--- src/i2c_ack_irq_pkg.sv ---
/*
  Shared constants and carrier types for the two-wire serial unit with
  acknowledge handling and interrupt-enable control.
  Assumes a 32-bit AHB-Lite register bus, word registers at index*4.
*/
package i2c_ack_irq_pkg;

  // ==========================================================
  // Register indices; the byte address is four times the index.
  // ==========================================================
  localparam logic [7:0] IDX_MODE = 8'hBA; // Frame and wait control.
  localparam logic [7:0] IDX_IER = 8'hBB; // Enables and acknowledge.
  localparam logic [7:0] IDX_STATUS = 8'hBC; // Sticky event flags.
  localparam logic [7:0] IDX_CTRL = 8'hBD; // Role and format select.
  localparam logic [7:0] IDX_DATA = 8'hBE; // Transmit and receive data.

  // ==========================================================
  // Reset values.
  // ==========================================================
  localparam logic [7:0] RST_MODE = 8'h18; // Guard and b4 read as one.
  localparam logic [7:0] RST_IER = 8'h00; // All requests disabled.
  localparam logic [7:0] RST_STATUS = 8'h00; // No events pending.
  localparam logic [2:0] RST_CTRL = 3'h0; // Slave, receive, two-wire.

  // ==========================================================
  // Field positions of the mode register.
  // ==========================================================
  localparam int MODE_GUARD_BIT = 3; // Counter write guard.
  localparam int MODE_FILL_BIT = 4; // Unassigned, reads as one.
  localparam int MODE_WAIT_BIT = 6; // Wait insertion before ack.
  localparam int MODE_LSB_BIT = 7; // LSB-first data order.

  // ==========================================================
  // Frame lengths in bits for code 000 of each format, wait length, general call.
  // ==========================================================
  localparam logic [3:0] FULL_TWO_WIRE = 4'h9; // Eight data plus ack.
  localparam logic [3:0] FULL_SYNC = 4'h8; // Eight data, no ack.
  localparam logic [3:0] WAIT_TICKS = 4'h2; // Extra low transfer clocks.
  localparam logic [7:0] GENERAL_CALL = 8'h00; // General call address.

  // Interrupt enable and acknowledge control, bit 7 down to bit 0.
  typedef struct packed {
    logic txEmptyIrqEnable;
    logic txEndIrqEnable;
    logic rxIrqEnable;
    logic noackIrqEnable;
    logic stopIrqEnable;
    logic ackJudgeEnable;
    logic ackReceived;
    logic ackToSend;
  } ier_type;

  // Sticky status flags, bit 7 down to bit 0.
  typedef struct packed {
    logic txEmpty;
    logic txEnd;
    logic rxFull;
    logic noack;
    logic stopSeen;
    logic arbLost;
    logic addrSeen;
    logic generalCallSeen;
  } status_type;

  // Gated request lines, one per interrupt source.
  typedef struct packed {
    logic txEmpty;
    logic txEnd;
    logic rxFull;
    logic noackErr;
    logic stopSeen;
  } irq_type;

endpackage : i2c_ack_irq_pkg

--- src/i2c_ack_and_interrupt_control.sv ---
/*
  Two-wire serial unit: bit counter, acknowledge send and judgment,
  wait insertion, event flags and interrupt gating, AHB-Lite slave.
  Assumes SCL and SDA pins are asynchronous to mclk and are resolved
  by the surroundings from the output and output-enable signals.
*/
`timescale 1ns/100ps

module i2c_ack_and_interrupt_control #(
  parameter int XFER_DIV = 20, // mclk cycles per transfer clock.
  parameter int HALF_TICKS = 2 // Transfer clocks per SCL phase.
) (
  input wire logic mclk,
  input wire logic nrst,
  input wire logic hsel,
  input wire logic [31:0] haddr,
  input wire logic [1:0] htrans,
  input wire logic hwrite,
  input wire logic [2:0] hsize,
  input wire logic [31:0] hwdata,
  input wire logic hready,
  output logic hreadyout,
  output logic hresp,
  output logic [31:0] hrdata,
  input wire logic sclIn,
  output logic sclOut,
  output logic sclOe,
  input wire logic sdaIn,
  output logic sdaOut,
  output logic sdaOe,
  output i2c_ack_irq_pkg::irq_type irqLines,
  output logic irq
);

  // ==========================================================
  // Register state.
  // ==========================================================
  i2c_ack_irq_pkg::ier_type ier_r; // Enables, ack select, ack seen.
  i2c_ack_irq_pkg::status_type stat_r; // Sticky event flags.
  logic [2:0] code_r; // Counter code as last set.
  logic [3:0] remain_r; // Bits still to move in this frame.
  logic waitEn_r; // Wait insertion selected.
  logic lsbFirst_r; // Data order select.
  logic [2:0] ctrl_r; // {sync format, transmit, master}.
  logic [7:0] txData_r; // Byte waiting to be sent.
  logic txFull_r; // Transmit byte present.
  logic [7:0] rxData_r; // Last byte received.
  logic [7:0] shift_r; // Bit shifter.
  logic active_r; // Frame in progress.
  logic firstFrame_r; // First frame after a start.
  logic bitVal_r; // Value placed on the data line.
  logic drvLow_r; // Two-wire: pull the data line low.

  // Bus pipeline state.
  logic wrPend_r; // Write data phase pending.
  logic [7:0] wrIdx_r; // Index captured in address phase.

  // Pin synchronisers and edge history.
  logic sclS1_r, sclS2_r, sdaS1_r, sdaS2_r, sdaPrev_r, levelPrev_r;

  // Master SCL generator.
  typedef enum {GEN_IDLE, GEN_LOW, GEN_WAIT, GEN_HIGH} gen_type;
  gen_type gen_r;
  logic sclGen_r; // Generated SCL level, one is released.
  logic [15:0] tickCnt_r; // Divider toward one transfer clock.
  logic [3:0] phaseCnt_r; // Transfer clocks spent in a phase.

  // Role decode.
  wire master = ctrl_r[0];
  wire transmit = ctrl_r[1];
  wire syncFmt = ctrl_r[2];

  // ==========================================================
  // Frame length helpers.
  // ==========================================================
  // Total bits of a frame for a code in the current format.
  function automatic logic [3:0] frameLen(input logic [2:0] c,
                                          input logic s);
    logic [3:0] full;
    full = s ? i2c_ack_irq_pkg::FULL_SYNC : i2c_ack_irq_pkg::FULL_TWO_WIRE;
    if (c == 3'h0)
      return full;
    return s ? {1'b0, c} : {1'b0, c} + 4'h1;
  endfunction : frameLen

  // Code read back for a remaining count; truncation wraps full to 000.
  function automatic logic [2:0] remainCode(input logic [3:0] r,
                                            input logic s);
    logic [3:0] v;
    v = s ? r : r - 4'h1;
    return v[2:0];
  endfunction : remainCode

  // ==========================================================
  // Bus decode.
  // ==========================================================
  wire addrPhase = hsel & htrans[1] & hready;
  wire [7:0] aIdx = haddr[9:2];
  wire rdTake = addrPhase & ~hwrite;
  wire wrMode = wrPend_r & (wrIdx_r == i2c_ack_irq_pkg::IDX_MODE);
  wire wrIer = wrPend_r & (wrIdx_r == i2c_ack_irq_pkg::IDX_IER);
  wire wrStat = wrPend_r & (wrIdx_r == i2c_ack_irq_pkg::IDX_STATUS);
  wire wrCtrl = wrPend_r & (wrIdx_r == i2c_ack_irq_pkg::IDX_CTRL);
  wire wrData = wrPend_r & (wrIdx_r == i2c_ack_irq_pkg::IDX_DATA);
  wire rdData = rdTake & (aIdx == i2c_ack_irq_pkg::IDX_DATA);
  // Counter is only rewritten when the guard bit is written as zero.
  wire wrCount = wrMode & ~hwdata[i2c_ack_irq_pkg::MODE_GUARD_BIT];

  // Mode register as read: guard and the unassigned bit read as one.
  wire [7:0] modeRd = {lsbFirst_r, waitEn_r, 1'b0, 1'b1, 1'b1,
                       active_r ? remainCode(remain_r, syncFmt) : code_r};
  wire [7:0] rdMux =
    (aIdx == i2c_ack_irq_pkg::IDX_MODE) ? modeRd :
    (aIdx == i2c_ack_irq_pkg::IDX_IER) ? ier_r :
    (aIdx == i2c_ack_irq_pkg::IDX_STATUS) ? stat_r :
    (aIdx == i2c_ack_irq_pkg::IDX_CTRL) ? {5'h00, ctrl_r} :
    (aIdx == i2c_ack_irq_pkg::IDX_DATA) ? rxData_r : 8'h00;

  // ==========================================================
  // Line events.
  // ==========================================================
  wire sclLevel = master ? sclGen_r : sclS2_r;
  wire sclRise = sclLevel & ~levelPrev_r;
  wire sclFall = ~sclLevel & levelPrev_r;
  wire sdaBus = sdaS2_r;
  wire startSeen = ~syncFmt & sclS2_r & sdaPrev_r & ~sdaBus;
  wire stopSeen = ~syncFmt & sclS2_r & ~sdaPrev_r & sdaBus;
  wire fullLen = remain_r == frameLen(code_r, syncFmt);
  wire ackBit = ~syncFmt & (remain_r == 4'h1);
  wire lastBit = remain_r == 4'h1;
  wire launch = master & ~active_r & txFull_r;
  // The data bit leaving the shifter, in the selected order.
  wire outBit = lsbFirst_r ? shift_r[0] : shift_r[7];
  wire [7:0] shiftMove = lsbFirst_r ? {1'b0, shift_r[7:1]}
                                    : {shift_r[6:0], 1'b0};
  wire [7:0] shiftIn = lsbFirst_r ? {sdaBus, shift_r[7:1]}
                                  : {shift_r[6:0], sdaBus};
  // Two-wire: the ack rise is not shifted, so the byte is already whole.
  wire [7:0] rxByte = syncFmt ? shiftIn : shift_r;
  // Wait insertion counts only for a two-wire master.
  wire waitUse = waitEn_r & master & ~syncFmt;
  // Data bits presented at a fall or at a master launch.
  wire present = active_r & sclFall;
  wire sample = active_r & sclRise;
  wire judgeHalt = sample & ackBit & transmit & ier_r.ackJudgeEnable &
                   sdaBus;
  wire arbHit = sample & ~ackBit & transmit & master & ~syncFmt &
                bitVal_r & ~sdaBus;
  wire frameEnd = sample & lastBit;
  wire overrun = frameEnd & ~transmit & syncFmt & stat_r.rxFull;
  wire txTake = (present | launch) & fullLen & transmit & txFull_r;
  wire tick = tickCnt_r == 16'(XFER_DIV - 1);

  // Sticky event sets; each wins over a clear in the same cycle.
  wire [7:0] setVec = {txTake,
                       frameEnd & transmit & stat_r.txEmpty,
                       frameEnd & ~transmit,
                       judgeHalt,
                       stopSeen,
                       arbHit | overrun,
                       1'b0,
                       frameEnd & firstFrame_r & ~transmit &
                       (rxByte == i2c_ack_irq_pkg::GENERAL_CALL)};
  wire [7:0] clrVec = (wrStat ? hwdata[7:0] : 8'h00) |
                      (wrData ? 8'hC0 : 8'h00) |
                      (rdData ? 8'h20 : 8'h00);

  // Each request is its flag AND its enable; arbLost also feeds the noack line, and the receive line when synchronous.
  wire [4:0] reqVec = {
    stat_r.txEmpty & ier_r.txEmptyIrqEnable,
    stat_r.txEnd & ier_r.txEndIrqEnable,
    (stat_r.rxFull | (stat_r.arbLost & syncFmt)) &
      ier_r.rxIrqEnable,
    (stat_r.noack | stat_r.arbLost) & ier_r.noackIrqEnable,
    stat_r.stopSeen & ier_r.stopIrqEnable};

  // ==========================================================
  // Synchronisers: the first stage feeds only the second.
  // ==========================================================
  always_ff @(posedge mclk or negedge nrst)
  begin
    if (!nrst)
    begin
      {sclS1_r, sclS2_r, sdaS1_r, sdaS2_r} <= 4'hF;
      sdaPrev_r <= 1'b1;
      levelPrev_r <= 1'b1;
    end
    else
    begin
      sclS1_r <= sclIn;
      sclS2_r <= sclS1_r;
      sdaS1_r <= sdaIn;
      sdaS2_r <= sdaS1_r;
      sdaPrev_r <= sdaS2_r;
      levelPrev_r <= sclLevel;
    end
  end

  // ==========================================================
  // AHB-Lite slave: zero wait states, always OKAY.
  // ==========================================================
  // Read data is fetched in the address phase so it comes from a flop.
  always_ff @(posedge mclk or negedge nrst)
  begin
    if (!nrst)
    begin
      wrPend_r <= 1'b0;
      wrIdx_r <= 8'h00;
      hrdata <= 32'h0000_0000;
    end
    else
    begin
      wrPend_r <= addrPhase & hwrite;
      wrIdx_r <= aIdx;
      if (rdTake)
        hrdata <= {24'h00_0000, rdMux};
    end
  end

  // ==========================================================
  // Software-owned registers.
  // ==========================================================
  // The enable register starts cleared, so all requests are off.
  always_ff @(posedge mclk or negedge nrst)
  begin
    if (!nrst)
    begin
      ier_r <= i2c_ack_irq_pkg::RST_IER;
      waitEn_r <= i2c_ack_irq_pkg::RST_MODE[i2c_ack_irq_pkg::MODE_WAIT_BIT];
      lsbFirst_r <= i2c_ack_irq_pkg::RST_MODE[i2c_ack_irq_pkg::MODE_LSB_BIT];
      ctrl_r <= i2c_ack_irq_pkg::RST_CTRL;
      txData_r <= 8'h00;
      txFull_r <= 1'b0;
    end
    else
    begin
      // Software sets enables; the received acknowledge is hardware's.
      if (wrIer)
        ier_r <= {hwdata[7:2], ier_r.ackReceived, hwdata[0]};
      // Returned acknowledge captured at the ack clock rise.
      if (sample & ackBit & transmit)
        ier_r.ackReceived <= sdaBus;
      if (wrMode)
      begin
        waitEn_r <= hwdata[i2c_ack_irq_pkg::MODE_WAIT_BIT];
        lsbFirst_r <= hwdata[i2c_ack_irq_pkg::MODE_LSB_BIT];
      end
      if (wrCtrl)
        ctrl_r <= hwdata[2:0];
      // A fresh byte replaces the waiting one; the take empties it.
      if (wrData)
        txData_r <= hwdata[7:0];
      if (wrData)
        txFull_r <= 1'b1;
      else if (txTake | (launch & ~transmit))
        txFull_r <= 1'b0;
    end
  end

  // ==========================================================
  // Status flags and interrupt outputs.
  // ==========================================================
  always_ff @(posedge mclk or negedge nrst)
  begin
    if (!nrst)
    begin
      stat_r <= i2c_ack_irq_pkg::RST_STATUS;
      irqLines <= '0;
      irq <= 1'b0;
    end
    else
    begin
      stat_r <= (stat_r & ~clrVec) | setVec;
      irqLines <= reqVec;
      irq <= |reqVec;
    end
  end

  // ==========================================================
  // Bit counter and shifter.
  // ==========================================================
  // A frame ends after the last bit (with ack in two-wire format).
  always_ff @(posedge mclk or negedge nrst)
  begin
    if (!nrst)
    begin
      code_r <= i2c_ack_irq_pkg::RST_MODE[2:0];
      remain_r <= i2c_ack_irq_pkg::FULL_TWO_WIRE;
      active_r <= 1'b0;
      firstFrame_r <= 1'b0;
      shift_r <= 8'h00;
      rxData_r <= 8'h00;
      bitVal_r <= 1'b1;
      drvLow_r <= 1'b0;
    end
    else
    begin
      if (startSeen)
      begin
        code_r <= 3'h0;
        remain_r <= frameLen(3'h0, syncFmt);
        firstFrame_r <= 1'b1;
        active_r <= ~master;
      end
      else if (frameEnd)
      begin
        code_r <= 3'h0;
        remain_r <= frameLen(3'h0, syncFmt);
        firstFrame_r <= 1'b0;
        rxData_r <= ~transmit ? rxByte : rxData_r;
        // A master keeps going while data waits and no halt is due.
        active_r <= ~master | (txFull_r & ~judgeHalt);
      end
      else if (judgeHalt | arbHit | stopSeen)
        active_r <= 1'b0;
      else if (wrCount & ~active_r)
      begin
        code_r <= hwdata[2:0];
        remain_r <= frameLen(hwdata[2:0], syncFmt);
      end
      else if (launch | (~master & syncFmt & ~active_r & sclFall))
        active_r <= 1'b1;
      if (sample & ~lastBit)
      begin
        remain_r <= remain_r - 4'h1;
        // A transmitter shifts only at a fall or a master launch, never twice per bit.
        if (~transmit)
          shift_r <= shiftIn;
      end
      // Place the next bit on the data line while SCL is low.
      if (present | launch)
      begin
        if (ackBit)
        begin
          bitVal_r <= transmit ? 1'b1 : ier_r.ackToSend;
          drvLow_r <= ~transmit & ~ier_r.ackToSend;
        end
        else if (transmit)
        begin
          shift_r <= fullLen ? shiftMove & 8'hFF : shiftMove;
          if (fullLen)
          begin
            shift_r <= lsbFirst_r ? {1'b0, txData_r[7:1]}
                                  : {txData_r[6:0], 1'b0};
          end
          bitVal_r <= fullLen ? (lsbFirst_r ? txData_r[0] : txData_r[7])
                              : outBit;
          drvLow_r <= fullLen ? ~(lsbFirst_r ? txData_r[0] : txData_r[7])
                              : ~outBit;
        end
        else
        begin
          bitVal_r <= 1'b1;
          drvLow_r <= 1'b0;
        end
      end
      else if (~active_r)
      begin
        bitVal_r <= 1'b1;
        drvLow_r <= 1'b0;
      end
    end
  end

  // ==========================================================
  // Master SCL generator with optional wait before the ack bit.
  // ==========================================================
  // Stretching of SCL by a slave is not observed in this generator.
  always_ff @(posedge mclk or negedge nrst)
  begin
    if (!nrst)
    begin
      gen_r <= GEN_IDLE;
      sclGen_r <= 1'b1;
      tickCnt_r <= 16'h0000;
      phaseCnt_r <= 4'h0;
    end
    else
    begin
      // Held at zero while idle so the first low phase is full length.
      tickCnt_r <= (tick || gen_r == GEN_IDLE) ? 16'h0000
                                               : tickCnt_r + 16'h0001;
      case (gen_r)
        GEN_IDLE:
        begin
          sclGen_r <= 1'b1;
          phaseCnt_r <= 4'h0;
          if (launch)
          begin
            gen_r <= GEN_LOW;
            sclGen_r <= 1'b0;
          end
        end
        GEN_LOW, GEN_WAIT:
        begin
          if (tick)
            phaseCnt_r <= phaseCnt_r + 4'h1;
          // Wait phase lasts two transfer clocks, then a normal low.
          if (tick && gen_r == GEN_WAIT &&
              phaseCnt_r == i2c_ack_irq_pkg::WAIT_TICKS - 4'h1)
          begin
            gen_r <= GEN_LOW;
            phaseCnt_r <= 4'h0;
          end
          else if (tick && gen_r == GEN_LOW &&
                   phaseCnt_r == 4'(HALF_TICKS - 1))
          begin
            gen_r <= GEN_HIGH;
            sclGen_r <= 1'b1;
            phaseCnt_r <= 4'h0;
          end
        end
        GEN_HIGH:
        begin
          if (tick)
            phaseCnt_r <= phaseCnt_r + 4'h1;
          if (tick && phaseCnt_r == 4'(HALF_TICKS - 1))
          begin
            phaseCnt_r <= 4'h0;
            if (!active_r || !master)
              gen_r <= GEN_IDLE;
            else
            begin
              sclGen_r <= 1'b0;
              // After the final data bit, stretch low before the ack.
              gen_r <= (waitUse && ackBit) ? GEN_WAIT : GEN_LOW;
            end
          end
        end
        default:
          gen_r <= GEN_IDLE;
      endcase
    end
  end

  // ==========================================================
  // Pin drivers: open drain in two-wire, push-pull in synchronous.
  // ==========================================================
  always_ff @(posedge mclk or negedge nrst)
  begin
    if (!nrst)
    begin
      sclOut <= 1'b0;
      sclOe <= 1'b0;
      sdaOut <= 1'b0;
      sdaOe <= 1'b0;
    end
    else
    begin
      sclOut <= syncFmt & sclGen_r;
      sclOe <= master & (syncFmt | ~sclGen_r);
      sdaOut <= syncFmt & bitVal_r;
      sdaOe <= syncFmt ? (transmit & active_r) : drvLow_r;
    end
  end

  // Bus answer is fixed: no wait states, no error response.
  assign hreadyout = 1'b1;
  assign hresp = 1'b0;

endmodule : i2c_ack_and_interrupt_control

--- config.mk ---
export PLATFORM = sky130hd
export DESIGN_NAME = i2c_ack_and_interrupt_control
export DESIGN_NICKNAME = d
export VERILOG_FILES = /design/src/i2c_ack_irq_pkg.sv /design/src/i2c_ack_and_interrupt_control.sv
export SDC_FILE = /design/constraint.sdc
export NUM_CORES = 1
export LEC_CHECK = 0
export BUFFER_PORTS_ARGS = -buffer_cell sky130_fd_sc_hd__buf_2
export CORE_ASPECT_RATIO = 0.5
export CORE_MARGIN = 2
export CORE_UTILIZATION = 39
export CTS_BUF_LIST = sky130_fd_sc_hd__clkbuf_4 sky130_fd_sc_hd__clkbuf_8
export DETAILED_ROUTE_END_ITERATION = 12
export SKIP_LAST_GASP = 1
export SYNTH_ARGS = -nofsm -noshare
export SYNTH_HDL_FRONTEND = slang
export SYNTH_SLANG_ARGS = --single-unit
export TNS_END_PERCENT = 50
--- constraint.sdc ---
create_clock -name mclk -period 3.09 [get_ports mclk]
set_input_delay 0.1545 -clock mclk [delete_from_list [all_inputs] [get_ports mclk]]
set_output_delay 0.1545 -clock mclk [all_outputs]
set_load 0.05 [all_outputs]
# [Word level (Yosys, flattened, before mapping)]
# Index checks and enable logic that the tools add are counted.
# W data, S select, Z words.
[totals] reg_bits=143 input_bits=76 out_inout_bits=44 wordCells=305
[classes] add_sub_neg=5 n_eq_ne=29 muxes=92 bitwise=98 reduce_logical=29
[op_table] op="$mux W8" n=17
[op_table] op="$mux W32" n=4
[op_table] op="$eq A32 B2 Y1 const B" n=3
[op_table] op="$pmux W32 S3" n=1
[op_table] op="$eq A8 B8 Y1 const B" n=10
[op_table] op="$mux W4" n=17
[op_table] op="$and A1 B1 Y1" n=65
[op_table] op="$logic_not A32 Y1" n=2
[op_table] op="$mux W1" n=41
[op_table] op="$eq A32 B1 Y1 const B" n=1
[op_table] op="$eq A32 B3 Y1 const B" n=1
[op_table] op="$mux W3" n=6
[op_table] op="$not A1 Y1" n=18
[op_table] op="$add A16 B1 Y16 const B" n=1
[op_table] op="$eq A16 B5 Y1 const B" n=1
[op_table] op="$mux W16" n=1
[op_table] op="$or A8 B8 Y8" n=2
[op_table] op="$pmux W4 S3" n=1
[op_table] op="$ne A2 B2 Y1 const B" n=5
[op_table] op="$or A1 B1 Y1" n=10
[op_table] op="$add A3 B1 Y4 const B" n=2
[op_table] op="$and A8 B8 Y8" n=1
[op_table] op="$eq A4 B1 Y1 const B" n=2
[op_table] op="$logic_not A8 Y1" n=1
[op_table] op="24 further kinds" n=40

# [Depth between registers and ports, before layout]
# Gate-level depths: netlist of the first run.
[logic_depth] depth_word=20 ltp_mapped=9 depth_no_buf=8

# [Worst setup path before layout of the first run]
# No wires, ideal clock.
[synth_timing] kind="register -> register" start="reg code_r[0]" end="reg shift_r[4]" setup_time_ns=0.104 arrival_ns=2.235 required_ns=2.986 setup_slack_ns=0.752 stages_incl_launch_ff=9 path_buffers=0 synth_period_minus_slack_ns=2.338 cell_sequence="dfrtp_1 -> inv_1 -> ha_1 -> nor2b_1 -> a41oi_1 -> xnor2_1 -> nor4_4 -> mux2_2 -> a221oi_1"
[synth_between] elab_chain_cells=8 elab_cells_between_ends=10 classes_between="1 x add/sub; 1 x eq/ne; 7 x mux; 1 x reduce/logical"
[synth_lines] element="start, declared" line="i2c_ack_and_interrupt_control.sv:40" text="logic [2:0] code_r;"
[synth_lines] element="start signal, assigned" line="i2c_ack_and_interrupt_control.sv:287" text="code_r <= i2c_ack_irq_pkg::RST_MODE[2:0];"
[synth_lines] element="start signal, assigned" line="i2c_ack_and_interrupt_control.sv:318" text="code_r <= hwdata[2:0];"
[synth_lines] element="$add A3 B1 Y4 or $logic_not A3 Y1 (tied branches)" line="i2c_ack_and_interrupt_control.sv:83, i2c_ack_and_interrupt_control.sv:81"
[synth_lines] element="$mux W4 or $mux W1 (tied branches)" line="i2c_ack_and_interrupt_control.sv:83, i2c_ack_and_interrupt_control.sv:81"
[synth_lines] element="$mux W4 (*)" line="i2c_ack_and_interrupt_control.sv:83" text="return s ? {1'b0, c} : {1'b0, c} + 4'h1;"
[synth_lines] element="$eq A4 B4 Y1 (*)" line="i2c_ack_and_interrupt_control.sv:128" text="wire fullLen = remain_r == frameLen(code_r, syncFmt);"
[synth_lines] element="$mux W8 (*)" line="i2c_ack_and_interrupt_control.sv:341" text="if (fullLen)"
[synth_lines] element="$mux W8 (*)" line="i2c_ack_and_interrupt_control.sv:338" text="else if (transmit)"
[synth_lines] element="$mux W8 (*)" line="i2c_ack_and_interrupt_control.sv:333" text="if (ackBit)"
[synth_lines] element="$mux W8 (*)" line="i2c_ack_and_interrupt_control.sv:331" text="if (present | launch)"
[synth_lines] element="end signal, assigned" line="i2c_ack_and_interrupt_control.sv:328" text="shift_r <= shiftIn;"
[synth_lines] element="end signal, assigned" line="i2c_ack_and_interrupt_control.sv:340" text="shift_r <= fullLen ? shiftMove & 8'hFF : shiftMove;"
[synth_lines] element="end signal, assigned" line="i2c_ack_and_interrupt_control.sv:343" text="shift_r <= lsbFirst_r ? {1'b0, txData_r[7:1]}"
[synth_lines] element="end, declared" line="i2c_ack_and_interrupt_control.sv:48" text="logic [7:0] shift_r;"
# Mark *: on every way between the ends. The rest lies on a longest branch, timed or not.
# A chain may end at the register's enable or synchronous reset.

# [Final worst setup path of the first run]
[layout_timing] start="reg code_r[0]" end="reg shift_r[6]"
# Same word-level chain as after synthesis.

==> report_table.html, run 1 <==
<table>
<tr><th>Metric</th><th>Value</th></tr>
<tr><th colspan="2">STA</th></tr>
<tr><td>Minimum clock period after layout</td><td>2.508 ns</td></tr>
<tr><td>Upper clock frequency limit</td><td>398.8 MHz</td></tr>
<tr><td>Final setup TNS</td><td>0 ns</td></tr>
<tr><td>Setup violations, final</td><td>0</td></tr>
<tr><td>Transition time at the pin with the least slew margin</td><td>1.012 ns</td></tr>
<tr><td>Remaining max-slew budget at the tightest pin</td><td>32.56%</td></tr>
<tr><td>Post-route fraction of the period consumed by the critical path</td><td>about four fifths</td></tr>
<tr><td>Final hold viol count</td><td>0</td></tr>
<tr><td>Worst clock skew on the final layout</td><td>0.008401 ns</td></tr>
<tr><td>Final-report max-slew violation count</td><td>0</td></tr>
<tr><td>Setup repair after global routing missed its margin</td><td>no</td></tr>
<tr><th colspan="2">Final layout</th></tr>
<tr><td>Post-synthesis to final-layout area growth</td><td>15.67%</td></tr>
<tr><td>Antenna cells</td><td>0</td></tr>
<tr><td>Filler cell count</td><td>1478</td></tr>
<tr><td>Area used by sequential logic in the layout</td><td>approximately 2800 um2</td></tr>
<tr><td>Design Area, Final</td><td>6992 um2</td></tr>
<tr><td>Layout cell share with drive strength beyond 1</td><td>20.32%</td></tr>
<tr><td>Final core area utilization</td><td>a little under half</td></tr>
<tr><td>Area of the multi-input gates</td><td>between 2000 and 3000 um2</td></tr>
<tr><td>Nets</td><td>771</td></tr>
<tr><th colspan="2">Placement</th></tr>
<tr><td>Post-detailed-placement half-perimeter wirelength</td><td>between 10000 and 15000 um</td></tr>
<tr><td>PortBufs</td><td>just over 40</td></tr>
<tr><td>RD Place Congestion</td><td>0.8306</td></tr>
<tr><td>Placed Area</td><td>6394 um2</td></tr>
<tr><th colspan="2">Die</th></tr>
<tr><td>Floorplan die area</td><td>16570 um2</td></tr>
<tr><td>Placeable core region</td><td>~15000 um2</td></tr>
<tr><td>Effective utilization at floorplan</td><td>39.52%</td></tr>
<tr><td>Die extent in x</td><td>around 180 um</td></tr>
<tr><td>Core Rows</td><td>32</td></tr>
<tr><td>Die Ht</td><td>92.03 um</td></tr>
<tr><td>Count of boundary I/O pins</td><td>120</td></tr>
<tr><th colspan="2">Route</th></tr>
<tr><td>Post-Route WL</td><td>roughly 14000 um</td></tr>
<tr><td>DR vias</td><td>4681</td></tr>
<tr><td>Drt initial violations</td><td>325</td></tr>
<tr><td>Drt drc</td><td>0</td></tr>
<tr><td>Avg WL per Cell</td><td>16.09 um</td></tr>
<tr><td>Detail Route Antenna Nets</td><td>0</td></tr>
<tr><td>DR vias/cell</td><td>5.213</td></tr>
<tr><td>First-pass detailed-route iteration total</td><td>5</td></tr>
<tr><th colspan="2">Logic synthesis</th></tr>
<tr><td>FF+latch count, synth</td><td>roughly 110</td></tr>
<tr><td>Warnings, synthesis</td><td>0</td></tr>
<tr><td>Syn Std Cell Area</td><td>6045 um2</td></tr>
<tr><td>Adder and majority gate portion of the synthesized area</td><td>2.898%</td></tr>
<tr><td>Part of the Yosys area used for sequential elements</td><td>between 40% and 50%</td></tr>
<tr><td>Primary flip-flop cell chosen by synthesis mapping</td><td>dfrtp_1</td></tr>
<tr><td>Post-Synth XOR/XNOR Area</td><td>2.898%</td></tr>
<tr><td>Mean Syn Cell Area</td><td>9.765 um2</td></tr>
<tr><td>Unique cell type count in the Yosys netlist</td><td>63</td></tr>
<tr><td>Area fraction in compound gates after synthesis</td><td>12.17%</td></tr>
<tr><td>Share of synthesized area spent on multiplexers</td><td>a little over a tenth</td></tr>
<tr><td>Number of instances in the synthesized netlist</td><td>619</td></tr>
<tr><td>Async SR Flop Fraction</td><td>100.0%</td></tr>
<tr><td>Largest family of logic cells by synthesized area</td><td>simple AND/OR/NAND/NOR gates</td></tr>
<tr><td>Number of flops mapped to enable cells by yosys</td><td>0</td></tr>
<tr><td>Simple logic cell fraction of the synthesized area</td><td>17.97%</td></tr>
<tr><th colspan="2">Setup path</th></tr>
<tr><td>Series of cell instances along the critical path</td><td>inv_1, ha_1, nor2b_1, a41oi_1, xnor2_1, nor4_4, buf_4, mux2_2, o21ai_0</td></tr>
<tr><td>Sort of element at the start of the critical path</td><td>flop</td></tr>
<tr><td>Cell with the largest stage delay on the worst path</td><td>nor4_4</td></tr>
<tr><td>Crit Path Category</td><td>reg -&gt; reg</td></tr>
<tr><td>Crit. End Element</td><td>flop</td></tr>
<tr><td>Dominant delay contributor by cell family on the critical path</td><td>simple AND/OR/NAND/NOR gates</td></tr>
<tr><td>Buffering stage count on the worst path with inverters included</td><td>2</td></tr>
<tr><td>Endpoint required time on the critical path</td><td>3.46 ns</td></tr>
<tr><td>Worst EP arrival</td><td>between 2 and 3 ns</td></tr>
<tr><td>Worst-path fanout max</td><td>6</td></tr>
<tr><td>Biggest cell delay along the critical path</td><td>~0.46 ns</td></tr>
<tr><th colspan="2">Global route</th></tr>
<tr><td>Global-route wire length before repair</td><td>23940 um</td></tr>
<tr><td>GR Util All Layers</td><td>18.52%</td></tr>
<tr><td>Sum of overflow across all layers after global routing</td><td>0</td></tr>
<tr><td>Via count of the first global-routing pass</td><td>4430</td></tr>
<tr><td>Pin count of the biggest net entering global routing</td><td>79</td></tr>
<tr><td>Antenna violations before repair</td><td>0</td></tr>
<tr><th colspan="2">Clocking</th></tr>
<tr><td>Clock latency on the worst-skew pair</td><td>around 0.45 ns</td></tr>
<tr><td>CTS tree</td><td>built</td></tr>
<tr><td>Clock Tree Buf Depth</td><td>2</td></tr>
<tr><td>Register clock-pin slew on the reported worst setup and hold paths</td><td>~0.07 ns</td></tr>
<tr><td>Total number of clock tree sinks</td><td>113</td></tr>
<tr><td># H-tree levels</td><td>4</td></tr>
<tr><td>Clock root buffer master</td><td>clkbuf_8</td></tr>
<tr><td>Post-cts repair resize count</td><td>0</td></tr>
<tr><td>Total CTS buffers</td><td>17</td></tr>
<tr><td>CTS Hold Buffers Added</td><td>14</td></tr>
<tr><td>Number of setup buffers added after CTS</td><td>0</td></tr>
<tr><th colspan="2">Power and ir drop</th></tr>
<tr><td>Leakage</td><td>0.003118 uW</td></tr>
<tr><td>Sequential share of power</td><td>between 30% and 40%</td></tr>
<tr><td>Fraction of power consumed by combinational cells</td><td>24.8%</td></tr>
<tr><td>Switching share of power</td><td>between 30% and 40%</td></tr>
<tr><td>Maximum vdd ir drop</td><td>~0.29 mV</td></tr>
<tr><td>Fraction of power consumed by the clock network</td><td>35.3%</td></tr>
<tr><td>Switch Pwr</td><td>1500 uW</td></tr>
<tr><td>Power density normalized to cell area</td><td>647.8 nW/um2</td></tr>
<tr><td>Internal power consumption</td><td>3029 uW</td></tr>
<tr><th colspan="2">Worst hold path</th></tr>
<tr><td>Class of the worst hold path</td><td>in -&gt; reg</td></tr>
<tr><th colspan="2">Flow run</th></tr>
<tr><td>Reported max-cap violation count</td><td>0</td></tr>
<tr><th colspan="2">Run status</th></tr>
<tr><td>Outcome</td><td>finished, final reports clean</td></tr>
</table>
[flip-flops by register name, summed over array words and instances, names as in the netlist, 8 cells and up]
register	count
stat_r	8
wrIdx_r	8
shift_r	8
tickCnt_r	16
txData_r	8
hrdata	8
ier_r	8
rxData_r	8
[synth_stat cells, types with 3 or more instances]
master | instances | share of area [%]
a31oi_1 | 6 | 0.62
mux2i_1 | 28 | 4.6
o21ai_0 | 36 | 3.0
nand2_1 | 66 | 4.1
nor2b_1 | 12 | 1.2
and3_1 | 3 | 0.31
mux2_2 | 32 | 6.0
clkbuf_1 | 17 | 1.1
a21o_1 | 4 | 0.50
a221oi_1 | 3 | 0.43
buf_2 | 4 | 0.33
inv_1 | 19 | 1.2
or2_2 | 4 | 0.41
nand4_1 | 9 | 0.93
nand2b_1 | 6 | 0.62
o21bai_1 | 3 | 0.37
o22ai_1 | 7 | 0.72
nor3_1 | 12 | 0.99
nand3_1 | 16 | 1.3
dfstp_2 | 10 | 4.3
ha_1 | 14 | 2.9
dfrtp_1 | 103 | 43
o211ai_1 | 7 | 0.87
a21boi_0 | 4 | 0.50
nor3b_1 | 3 | 0.37
and2_1 | 7 | 0.72
xnor2_1 | 10 | 1.4
nor2_1 | 64 | 4.0
nor4_1 | 6 | 0.62
xor2_1 | 10 | 1.4
a21oi_1 | 27 | 2.2
buf_4 | 26 | 3.2
[worst paths after layout]
path / startpoint / endpoint / slack, ns / cells past startpoint
worst max register to register: code_r[0]$_DFFE_PN0P_ / shift_r[6]$_DFF_PN0_ / 0.58 / 9
max in group asynchronous: nrst / hrdata[3]$_DFFE_PN0P_ / 1.78 / 3
worst min register to register: sclS1_r$_DFF_PN1_ / sclS2_r$_DFF_PN1_ / 0.36 / 0
worst min-delay path: hwdata[4] / ier_r[4]$_DFFE_PN0P_ / 0.02 / 2
min in group asynchronous: nrst / phaseCnt_r[3]$_DFFE_PN0N_ / 0.41 / 2
worst max-delay path: code_r[0]$_DFFE_PN0P_ / shift_r[6]$_DFF_PN0_ / 0.58 / 9
[cells by family (layout without fill, tap and decap cells)]
kind of cell / after synthesis / after routing
DFF: 113 / 113
AOI/OAI and AO/OA: 117 / 117
and+or+nand+nor: 223 / 223
adders and majority gates: 14 / 14
muxes: 61 / 61
xor gates and xnor gates: 20 / 20
other: 2 / 26
buffers and inverters: 69 / 120
[placed cells by master, fill, tap and decap left out, types with 6 or more instances in the layout]
| master | instances |
|---|---|
| mux2i_1 | 28 |
| nand2_1 | 66 |
| and2_1 | 7 |
| nor3_1 | 12 |
| o211ai_1 | 7 |
| inv_1 | 19 |
| o22ai_1 | 7 |
| nand4_1 | 9 |
| nor2_1 | 64 |
| mux2_2 | 32 |
| xnor2_1 | 10 |
| conb_1 | 26 |
| buf_2 | 40 |
| a31oi_1 | 6 |
| xor2_1 | 10 |
| ha_1 | 14 |
| nor2b_1 | 12 |
| dfrtp_1 | 103 |
| dlygate4sd3_1 | 15 |
| dfstp_2 | 10 |
| a21oi_1 | 27 |
| clkbuf_8 | 20 |
| nand2b_1 | 6 |
| buf_4 | 13 |
| nor4_1 | 6 |
| o21ai_0 | 36 |
| nand3_1 | 16 |
[stage by stage]
stage | total power (uW) | setup WS, ns | cells | hold slack (ns)
floorplan | 2676 | 0.7515 | 643 | -0.1411
global placement | 2920 | 0.5927 | 851 | 0.2605
detailed placement | 2941 | 0.5981 | 851 | 0.2617
CTS | 4553 | 0.5757 | 897 | 0.009776
global route | 4794 | 0.3521 | 898 | 0.004451
finish | 4529 | 0.5824 | 898 | 0.02291
[layer usage]
layer | part of all wire, % | GRT usage (%) | vias up
met3 | 4.4 | 4.249 | 20
li1 | - | - | 2240
met4 | 1.6 | 5.780 | 0
met5 | 0 | 0 | -
met1 | 50 | 26.26 | 2294
met2 | 44 | 28.22 | 127
[layout make-up]
type	count	share of cell area, %
Clock inverter	10	2.255
Sequential cell	113	40.62
Clock buffer	22	4.152
Timing Repair Buffer	68	6.407
Tap cell	204	3.651
Inverter	20	1.074
Multi-Input combinational cell	461	41.84
[power by group through the flow]
stage          Combinational [uW]  Sequential, uW  Clock [uW]
2_1_floorplan                 842            1830           0
3_3_place_gp                 1090            1830           0
3_5_place_dp                 1110            1830           0
4_1_cts                      1130            1800        1620
5_1_grt                      1260            1820        1710
6_report                     1120            1810        1600
Note: power is estimated with default switching activity, not from simulation.
==> run 2: changes to the inputs <==
==> constraint.sdc (replaced) <==
create_clock -name mclk -period 2.2 [get_ports mclk]
set_input_delay 0.11 -clock mclk [delete_from_list [all_inputs] [get_ports mclk]]
set_output_delay 0.11 -clock mclk [all_outputs]
set_load 0.05 [all_outputs]
==> report_table.html, run 2 (synthesized netlist as in run 1, its figures left out) <==
<table>
<tr><th>Metric</th><th>Value</th></tr>
<tr><th colspan="2">Run status</th></tr>
<tr><td>Outcome</td><td>finished with violations</td></tr>
<tr><td>Failing checks</td><td>negative setup slack</td></tr>
<tr><th colspan="2">Die</th></tr>
<tr><td>Count of boundary I/O pins</td><td>120</td></tr>
<tr><td>Floorplan die area</td><td>16570 um2</td></tr>
<tr><td>Placeable core region</td><td>roughly 15000 um2</td></tr>
<tr><td>Die extent in x</td><td>180.1 um</td></tr>
<tr><td>Core Rows</td><td>32</td></tr>
<tr><td>Die Ht</td><td>about 92 um</td></tr>
<tr><td>Effective utilization at floorplan</td><td>39.52%</td></tr>
<tr><th colspan="2">Clocking</th></tr>
<tr><td>Clock root buffer master</td><td>clkbuf_8</td></tr>
<tr><td># H-tree levels</td><td>4</td></tr>
<tr><td>Register clock-pin slew on the reported worst setup and hold paths</td><td>0.07 ns</td></tr>
<tr><td>Total number of clock tree sinks</td><td>113</td></tr>
<tr><td>Clock Tree Buf Depth</td><td>2</td></tr>
<tr><td>Total CTS buffers</td><td>17</td></tr>
<tr><td>CTS tree</td><td>built</td></tr>
<tr><td>Clock latency on the worst-skew pair</td><td>roughly 0.44 ns</td></tr>
<tr><th colspan="2">Power and ir drop</th></tr>
<tr><td>Switch Pwr</td><td>2199 uW</td></tr>
<tr><td>Internal power consumption</td><td>4233 uW</td></tr>
<tr><td>Power density normalized to cell area</td><td>872.3 nW/um2</td></tr>
<tr><td>Fraction of power consumed by combinational cells</td><td>30.9%</td></tr>
<tr><td>Maximum vdd ir drop</td><td>0.4358 mV</td></tr>
<tr><td>Switching share of power</td><td>between 30% and 40%</td></tr>
<tr><td>Fraction of power consumed by the clock network</td><td>just under 30%</td></tr>
<tr><td>Leakage</td><td>0.003339 uW</td></tr>
<tr><td>Sequential share of power</td><td>39.4%</td></tr>
<tr><td>Total power</td><td>6432 uW</td></tr>
<tr><th colspan="2">STA</th></tr>
<tr><td>Setup repair after global routing missed its margin</td><td>yes</td></tr>
<tr><td>Transition time at the pin with the least slew margin</td><td>0.5443 ns</td></tr>
<tr><td>Worst clock skew on the final layout</td><td>between 0.01 and 0.015 ns</td></tr>
<tr><td>Least setup slack across all paths after layout</td><td>-0.07439 ns</td></tr>
<tr><td>Final-report max-slew violation count</td><td>0</td></tr>
<tr><td>Post-route fraction of the period consumed by the critical path</td><td>103.4%</td></tr>
<tr><td>Worst slack on hold paths</td><td>0.04485 ns</td></tr>
<tr><td>Final hold viol count</td><td>0</td></tr>
<tr><td>Remaining max-slew budget at the tightest pin</td><td>63.72%</td></tr>
<tr><td>Upper clock frequency limit</td><td>roughly 440 MHz</td></tr>
<tr><td>Setup violations, final</td><td>7</td></tr>
<tr><td>Minimum clock period after layout</td><td>2.274 ns</td></tr>
<tr><th colspan="2">Placement</th></tr>
<tr><td>Post-detailed-placement half-perimeter wirelength</td><td>10720 um</td></tr>
<tr><td>PortBufs</td><td>41</td></tr>
<tr><td>RD Place Congestion</td><td>between 0.8 and 0.9</td></tr>
<tr><td>Pre-CTS setup slack</td><td>-0.06538 ns</td></tr>
<tr><th colspan="2">Setup path</th></tr>
<tr><td>Series of cell instances along the critical path</td><td>inv_1, ha_2, nor2b_4, a41oi_2, xnor2_2, nor4_4, buf_6, buf_12, mux2_4, a221oi_2</td></tr>
<tr><td>Cell with the largest stage delay on the worst path</td><td>dfrtp_1</td></tr>
<tr><td>Critical R2R Launch</td><td>code_r[1]$_DFFE_PN0P_</td></tr>
<tr><td>Biggest cell delay along the critical path</td><td>0.39 ns</td></tr>
<tr><td>Worst EP arrival</td><td>2.61 ns</td></tr>
<tr><td>Dominant delay contributor by cell family on the critical path</td><td>compound AO/OA/AOI/OAI gates</td></tr>
<tr><td>Crit. End Element</td><td>flop</td></tr>
<tr><td>Crit Path Category</td><td>reg -&gt; reg</td></tr>
<tr><td>Sort of element at the start of the critical path</td><td>flop</td></tr>
<tr><td>Launching element of the worst setup path</td><td>code_r[1]$_DFFE_PN0P_</td></tr>
<tr><td>Buffering stage count on the worst path with inverters included</td><td>3</td></tr>
<tr><td>Worst-path fanout max</td><td>5</td></tr>
<tr><td>Endpoint required time on the critical path</td><td>2.54 ns</td></tr>
<tr><th colspan="2">Final layout</th></tr>
<tr><td>Area of the multi-input gates</td><td>3039 um2</td></tr>
<tr><td>Nets</td><td>~810</td></tr>
<tr><td>Final core area utilization</td><td>48.21%</td></tr>
<tr><td>Most frequent cells in the layout</td><td>102 x dfrtp_1, 66 x nand2_1, 63 x nor2_1</td></tr>
<tr><td>Filler cell count</td><td>1405</td></tr>
<tr><td>Post-synthesis to final-layout area growth</td><td>21.98%</td></tr>
<tr><td>Number of flip-flops under the largest register name</td><td>16</td></tr>
<tr><td>Layout cell share with drive strength beyond 1</td><td>between 20% and 30%</td></tr>
<tr><td>Area used by sequential logic in the layout</td><td>2841 um2</td></tr>
<tr><td>Commonest non-fill, non-tap cell in the layout</td><td>dfrtp_1</td></tr>
<tr><td>Register name with the most flops</td><td>tickCnt_r</td></tr>
<tr><td>Antenna cells</td><td>0</td></tr>
<tr><th colspan="2">Route</th></tr>
<tr><td>Drt drc</td><td>0</td></tr>
<tr><td>Avg WL per Cell</td><td>~16 um</td></tr>
<tr><td>Post-Route WL</td><td>14880 um</td></tr>
<tr><td>DR vias/cell</td><td>5.071</td></tr>
<tr><td>DR vias</td><td>about 4700</td></tr>
<tr><td>Drt initial violations</td><td>304</td></tr>
<tr><td>Detail Route Antenna Nets</td><td>0</td></tr>
<tr><td>First-pass detailed-route iteration total</td><td>4</td></tr>
<tr><th colspan="2">Global route</th></tr>
<tr><td>Antenna violations before repair</td><td>0</td></tr>
<tr><td>Global-route wire length before repair</td><td>approximately 25000 um</td></tr>
<tr><td>Via count of the first global-routing pass</td><td>about 4800</td></tr>
<tr><td>Sum of overflow across all layers after global routing</td><td>0</td></tr>
<tr><td>Pin count of the biggest net entering global routing</td><td>43</td></tr>
<tr><td>GR Util All Layers</td><td>a little under a fifth</td></tr>
<tr><th colspan="2">Flow run</th></tr>
<tr><td>Reported max-cap violation count</td><td>0</td></tr>
<tr><th colspan="2">Worst hold path</th></tr>
<tr><td>Class of the worst hold path</td><td>in -&gt; reg</td></tr>
<tr><td>Hold wc startpoint</td><td>hwdata[3]</td></tr>
</table>
run 2: worst min-delay path, cell delays in order:
cell and delay, ns:
buf_2 0.16, nand2_1 0.07, a21o_1 0.11
run 2: cell type report:
type	instances	share of cell area (%)
Clock buffer	23	4.124
Clock inverter	9	1.137
Multi-Input combinational cell	461	41.22
Sequential cell	113	38.54
Timing Repair Buffer	104	10.50
Tap cell	204	3.462
Inverter	20	1.018
run 2: final timing paths:
| check | to | cells past startpoint | slack (ns) |
|---|---|---|---|
| hold / removal | stat_r[3]$_DFF_PN0_ | 3 | 0.04 |
| setup / recovery | shift_r[4]$_DFF_PN0_ | 10 | -0.07 |
| setup reg to reg | shift_r[4]$_DFF_PN0_ | 10 | -0.07 |
| min in group asynchronous | gen_r[1]$_DFFE_PN0P_ | 2 | 0.20 |
| hold reg to reg | sclS2_r$_DFF_PN1_ | 0 | 0.36 |
| max in group asynchronous | sdaS1_r$_DFF_PN1_ | 3 | 1.28 |
run 2: stage by stage:
| step | setup TNS, ns | cells | area (um2) |
|---|---|---|---|
| 6_report | -0.3445 | 934 | 7373 |
| 3_3_place_gp | -0.01987 | 877 | 6631 |
| 3_5_place_dp | -0.1189 | 877 | 6631 |
| 4_1_cts | -0.3274 | 931 | 7277 |
| 5_1_grt | -1.983 | 934 | 7373 |
| 2_1_floorplan | -0.09460 | 643 | 6152 |
run 2: metal layers:
| metal | routed length [um] | track usage (%) | vias to the layer above |
|---|---|---|---|
| li1 | - | - | 2321 |
| met3 | 663 | 3.654 | 18 |
| met4 | 238 | 6.250 | 0 |
| met2 | 6687 | 30.17 | 105 |
| met1 | 7292 | 26.62 | 2292 |
| met5 | 0 | 0 | - |
run 2: power by group through the flow:
stage          sequential (uW)  combinational, uW  clock (uW)
6_report                  2540               1990        1910
5_1_grt                   2570               2180        2060
4_1_cts                   2530               1900        1950
3_5_place_dp              2560               1730           0
3_3_place_gp              2550               1690           0
2_1_floorplan             2580               1190           0
run 2: repair_timing:
item / in CTS / in global routing
resized for setup: 8 / 18
endpoints found under the setup margin: 8 / 22
pin swaps: 3 / 4
gates cloned: 1 / 0
hold buffers: 17 / 1
endpoints found under the hold margin: 53 / 1
buffers inserted: 4 / 2
==> run 3: changes to the inputs <==
--- a/config.mk
+++ b/config.mk
@@ -8,9 +8,11 @@
 export BUFFER_PORTS_ARGS = -buffer_cell sky130_fd_sc_hd__buf_2
 export CORE_ASPECT_RATIO = 0.5
 export CORE_MARGIN = 2
-export CORE_UTILIZATION = 39
+export CORE_UTILIZATION = 45
 export CTS_BUF_LIST = sky130_fd_sc_hd__clkbuf_4 sky130_fd_sc_hd__clkbuf_8
 export DETAILED_ROUTE_END_ITERATION = 12
+export PLACE_DENSITY = 0.7
+export RECOVER_POWER = 25
 export SKIP_LAST_GASP = 1
 export SYNTH_ARGS = -nofsm -noshare
 export SYNTH_HDL_FRONTEND = slang
==> report_table.html, run 3 (synthesized netlist as in run 1, its figures left out) <==
<table>
<tr><th>Metric</th><th>Value</th></tr>
<tr><th colspan="2">Setup path</th></tr>
<tr><td>Crit. End Element</td><td>flop</td></tr>
<tr><td>Critical R2R Launch</td><td>code_r[1]$_DFFE_PN0P_</td></tr>
<tr><td>Sort of element at the start of the critical path</td><td>flop</td></tr>
<tr><td>Worst reg2reg setup slack</td><td>-0.04 ns</td></tr>
<tr><td>Launching element of the worst setup path</td><td>code_r[1]$_DFFE_PN0P_</td></tr>
<tr><td>Worst EP arrival</td><td>around 2.6 ns</td></tr>
<tr><td>Worst-path fanout max</td><td>5</td></tr>
<tr><td>Worst Reg-to-Reg Cells</td><td>10</td></tr>
<tr><td>Crit Path Category</td><td>reg -&gt; reg</td></tr>
<tr><td>Endpoint required time on the critical path</td><td>2.54 ns</td></tr>
<tr><th colspan="2">Global route</th></tr>
<tr><td>Global-route wire length before repair</td><td>23890 um</td></tr>
<tr><td>Sum of overflow across all layers after global routing</td><td>0</td></tr>
<tr><td>Via count of the first global-routing pass</td><td>4666</td></tr>
<tr><td>GR Util All Layers</td><td>about a fifth</td></tr>
<tr><td>Antenna violations before repair</td><td>0</td></tr>
<tr><td>Pin count of the biggest net entering global routing</td><td>53</td></tr>
<tr><th colspan="2">Die</th></tr>
<tr><td>Core Rows</td><td>29</td></tr>
<tr><td>Count of boundary I/O pins</td><td>between 100 and 150</td></tr>
<tr><td>Die Ht</td><td>85.95 um</td></tr>
<tr><td>Floorplan die area</td><td>14430 um2</td></tr>
<tr><td>Placeable core region</td><td>12880 um2</td></tr>
<tr><td>Die extent in x</td><td>167.9 um</td></tr>
<tr><td>Effective utilization at floorplan</td><td>46.93%</td></tr>
<tr><th colspan="2">Final layout</th></tr>
<tr><td>Layout cell share with drive strength beyond 1</td><td>25.38%</td></tr>
<tr><td>Filler cell count</td><td>1085</td></tr>
<tr><td>Design Area, Final</td><td>7295 um2</td></tr>
<tr><td>Nets</td><td>802</td></tr>
<tr><td>Final cell count without fillers</td><td>roughly 900</td></tr>
<tr><td>Register name with the most flops</td><td>tickCnt_r</td></tr>
<tr><td>Post-synthesis to final-layout area growth</td><td>20.68%</td></tr>
<tr><td>Most frequent cells in the layout</td><td>101 x dfrtp_1, 65 x nand2_1, 64 x nor2_1</td></tr>
<tr><td>Antenna cells</td><td>0</td></tr>
<tr><td>Number of flip-flops under the largest register name</td><td>16</td></tr>
<tr><td>Commonest non-fill, non-tap cell in the layout</td><td>dfrtp_1</td></tr>
<tr><th colspan="2">Run status</th></tr>
<tr><td>Failing checks</td><td>negative setup slack</td></tr>
<tr><td>Outcome</td><td>finished with violations</td></tr>
<tr><th colspan="2">Clocking</th></tr>
<tr><td>Clock latency on the worst-skew pair</td><td>roughly 0.44 ns</td></tr>
<tr><td>Total CTS buffers</td><td>17</td></tr>
<tr><td>Total number of clock tree sinks</td><td>113</td></tr>
<tr><td>Clock Tree Buf Depth</td><td>2</td></tr>
<tr><td>Register clock-pin slew on the reported worst setup and hold paths</td><td>0.08 ns</td></tr>
<tr><td>CTS tree</td><td>built</td></tr>
<tr><td># H-tree levels</td><td>4</td></tr>
<tr><td>Clock root buffer master</td><td>clkbuf_8</td></tr>
<tr><th colspan="2">Placement</th></tr>
<tr><td>PortBufs</td><td>41</td></tr>
<tr><td>Placed Cells incl. Taps</td><td>842</td></tr>
<tr><td>Placed Area</td><td>6581 um2</td></tr>
<tr><td>Post-detailed-placement half-perimeter wirelength</td><td>10370 um</td></tr>
<tr><td>RD Place Congestion</td><td>0.8747</td></tr>
<tr><th colspan="2">STA</th></tr>
<tr><td>Minimum clock period after layout</td><td>2.245 ns</td></tr>
<tr><td>Least setup slack across all paths after layout</td><td>-0.04485 ns</td></tr>
<tr><td>Worst slack on hold paths</td><td>roughly 0.021 ns</td></tr>
<tr><td>Final-report max-slew violation count</td><td>0</td></tr>
<tr><td>Transition time at the pin with the least slew margin</td><td>1.317 ns</td></tr>
<tr><td>Upper clock frequency limit</td><td>445.5 MHz</td></tr>
<tr><td>Worst clock skew on the final layout</td><td>0.01118 ns</td></tr>
<tr><td>Remaining max-slew budget at the tightest pin</td><td>12.21%</td></tr>
<tr><td>Setup violations, final</td><td>4</td></tr>
<tr><td>Final hold viol count</td><td>0</td></tr>
<tr><td>Post-route fraction of the period consumed by the critical path</td><td>102.0%</td></tr>
<tr><td>Setup repair after global routing missed its margin</td><td>yes</td></tr>
<tr><th colspan="2">Worst hold path</th></tr>
<tr><td>Hold wc startpoint</td><td>hwdata[6]</td></tr>
<tr><td>Class of the worst hold path</td><td>in -&gt; reg</td></tr>
<tr><td>Worst Hold Path Cells</td><td>2</td></tr>
<tr><th colspan="2">Route</th></tr>
<tr><td>Avg WL per Cell</td><td>16.32 um</td></tr>
<tr><td>Drt initial violations</td><td>446</td></tr>
<tr><td>Post-Route WL</td><td>~15000 um</td></tr>
<tr><td>DR vias</td><td>4843</td></tr>
<tr><td>Detail Route Antenna Nets</td><td>0</td></tr>
<tr><td>DR vias/cell</td><td>5.411</td></tr>
<tr><td>First-pass detailed-route iteration total</td><td>5</td></tr>
<tr><td>Drt drc</td><td>0</td></tr>
<tr><th colspan="2">Power and ir drop</th></tr>
<tr><td>Power density normalized to cell area</td><td>~870 nW/um2</td></tr>
<tr><td>Maximum vdd ir drop</td><td>0.3811 mV</td></tr>
<tr><td>Total power</td><td>6356 uW</td></tr>
<tr><td>Leakage</td><td>0.003280 uW</td></tr>
<tr><th colspan="2">Flow run</th></tr>
<tr><td>Reported max-cap violation count</td><td>0</td></tr>
</table>
[run 3: area by class of cell]
type / instances / area [um2] / area share [%]
sequential: 113 / 2843 / 38.97
multi-input combinational: 461 / 3062 / 41.97
inverter: 20 / 75.07 / 1.029
clock buffer: 17 / 234.0 / 3.208
tap: 170 / 212.7 / 2.916
timing repair buffer: 99 / 733.2 / 10.05
clock inverter: 15 / 135.1 / 1.852
[run 3: stage by stage]
step	TNS [ns]	setup slack [ns]	util [%]
after global placement	-0.001924	-0.001924	51.09
after floorplan	-0.09460	-0.05056	-
after global routing	-0.7291	-0.1405	56.63
after detailed placement	-0.1811	-0.07249	51.09
after CTS	-0.1556	-0.04655	55.90
final	-0.05990	-0.04485	56.63
[run 3: metal layers]
| metal | track usage (%) | up-vias | wire length, um | part of all wire, % |
|---|---|---|---|---|
| li1 | - | 2308 | - | - |
| met1 | 29.23 | 2344 | 6997 | 48 |
| met2 | 33.70 | 166 | 6464 | 44 |
| met3 | 4.753 | 25 | 930 | 6.4 |
| met4 | 6.877 | 0 | 214 | 1.5 |
| met5 | 0 | - | 0 | 0 |
[run 3: worst paths after layout]
path | to
max in group asynchronous | gen_r[0]$_DFFE_PN0P_
worst max register to register | shift_r[4]$_DFF_PN0_
worst max-delay path | shift_r[4]$_DFF_PN0_
worst min-delay path | ier_r[6]$_DFFE_PN0P_
worst min register to register | sclS2_r$_DFF_PN1_
min in group asynchronous | phaseCnt_r[3]$_DFFE_PN0N_
[run 3: what timing repair did]
item                                   in CTS  in global routing
endpoints found under the hold margin      59                  0
setup buffers                               3                  1
cloned                                      1                  0
resized for setup                           7                 25
hold buffers                               17                  0
pin swaps                                   4                  3
setup endpoints to repair                   8                 28
[run 3: critical path: stages (launching register included)]
cell and delay [ns]:
dfrtp_1 0.39, buf_4 0.15, ha_4 0.15, nor2b_4 0.13, mux2i_4 0.20, xnor2_2 0.16, nor4_4 0.15, buf_6 0.15
buf_12 0.12, mux2_4 0.30, a221oi_2 0.25
[run 3: where the power goes]
| part | switching, uW | total (uW) | leakage, uW | internal (uW) |
|---|---|---|---|---|
| sequential | 220 | 2530 | 0.00144 | 2310 |
| combinational | 1110 | 1980 | 0.00166 | 866 |
| clock | 944 | 1840 | 0.000175 | 896 |
| total | 2280 | 6360 | 0.00328 | 4080 |
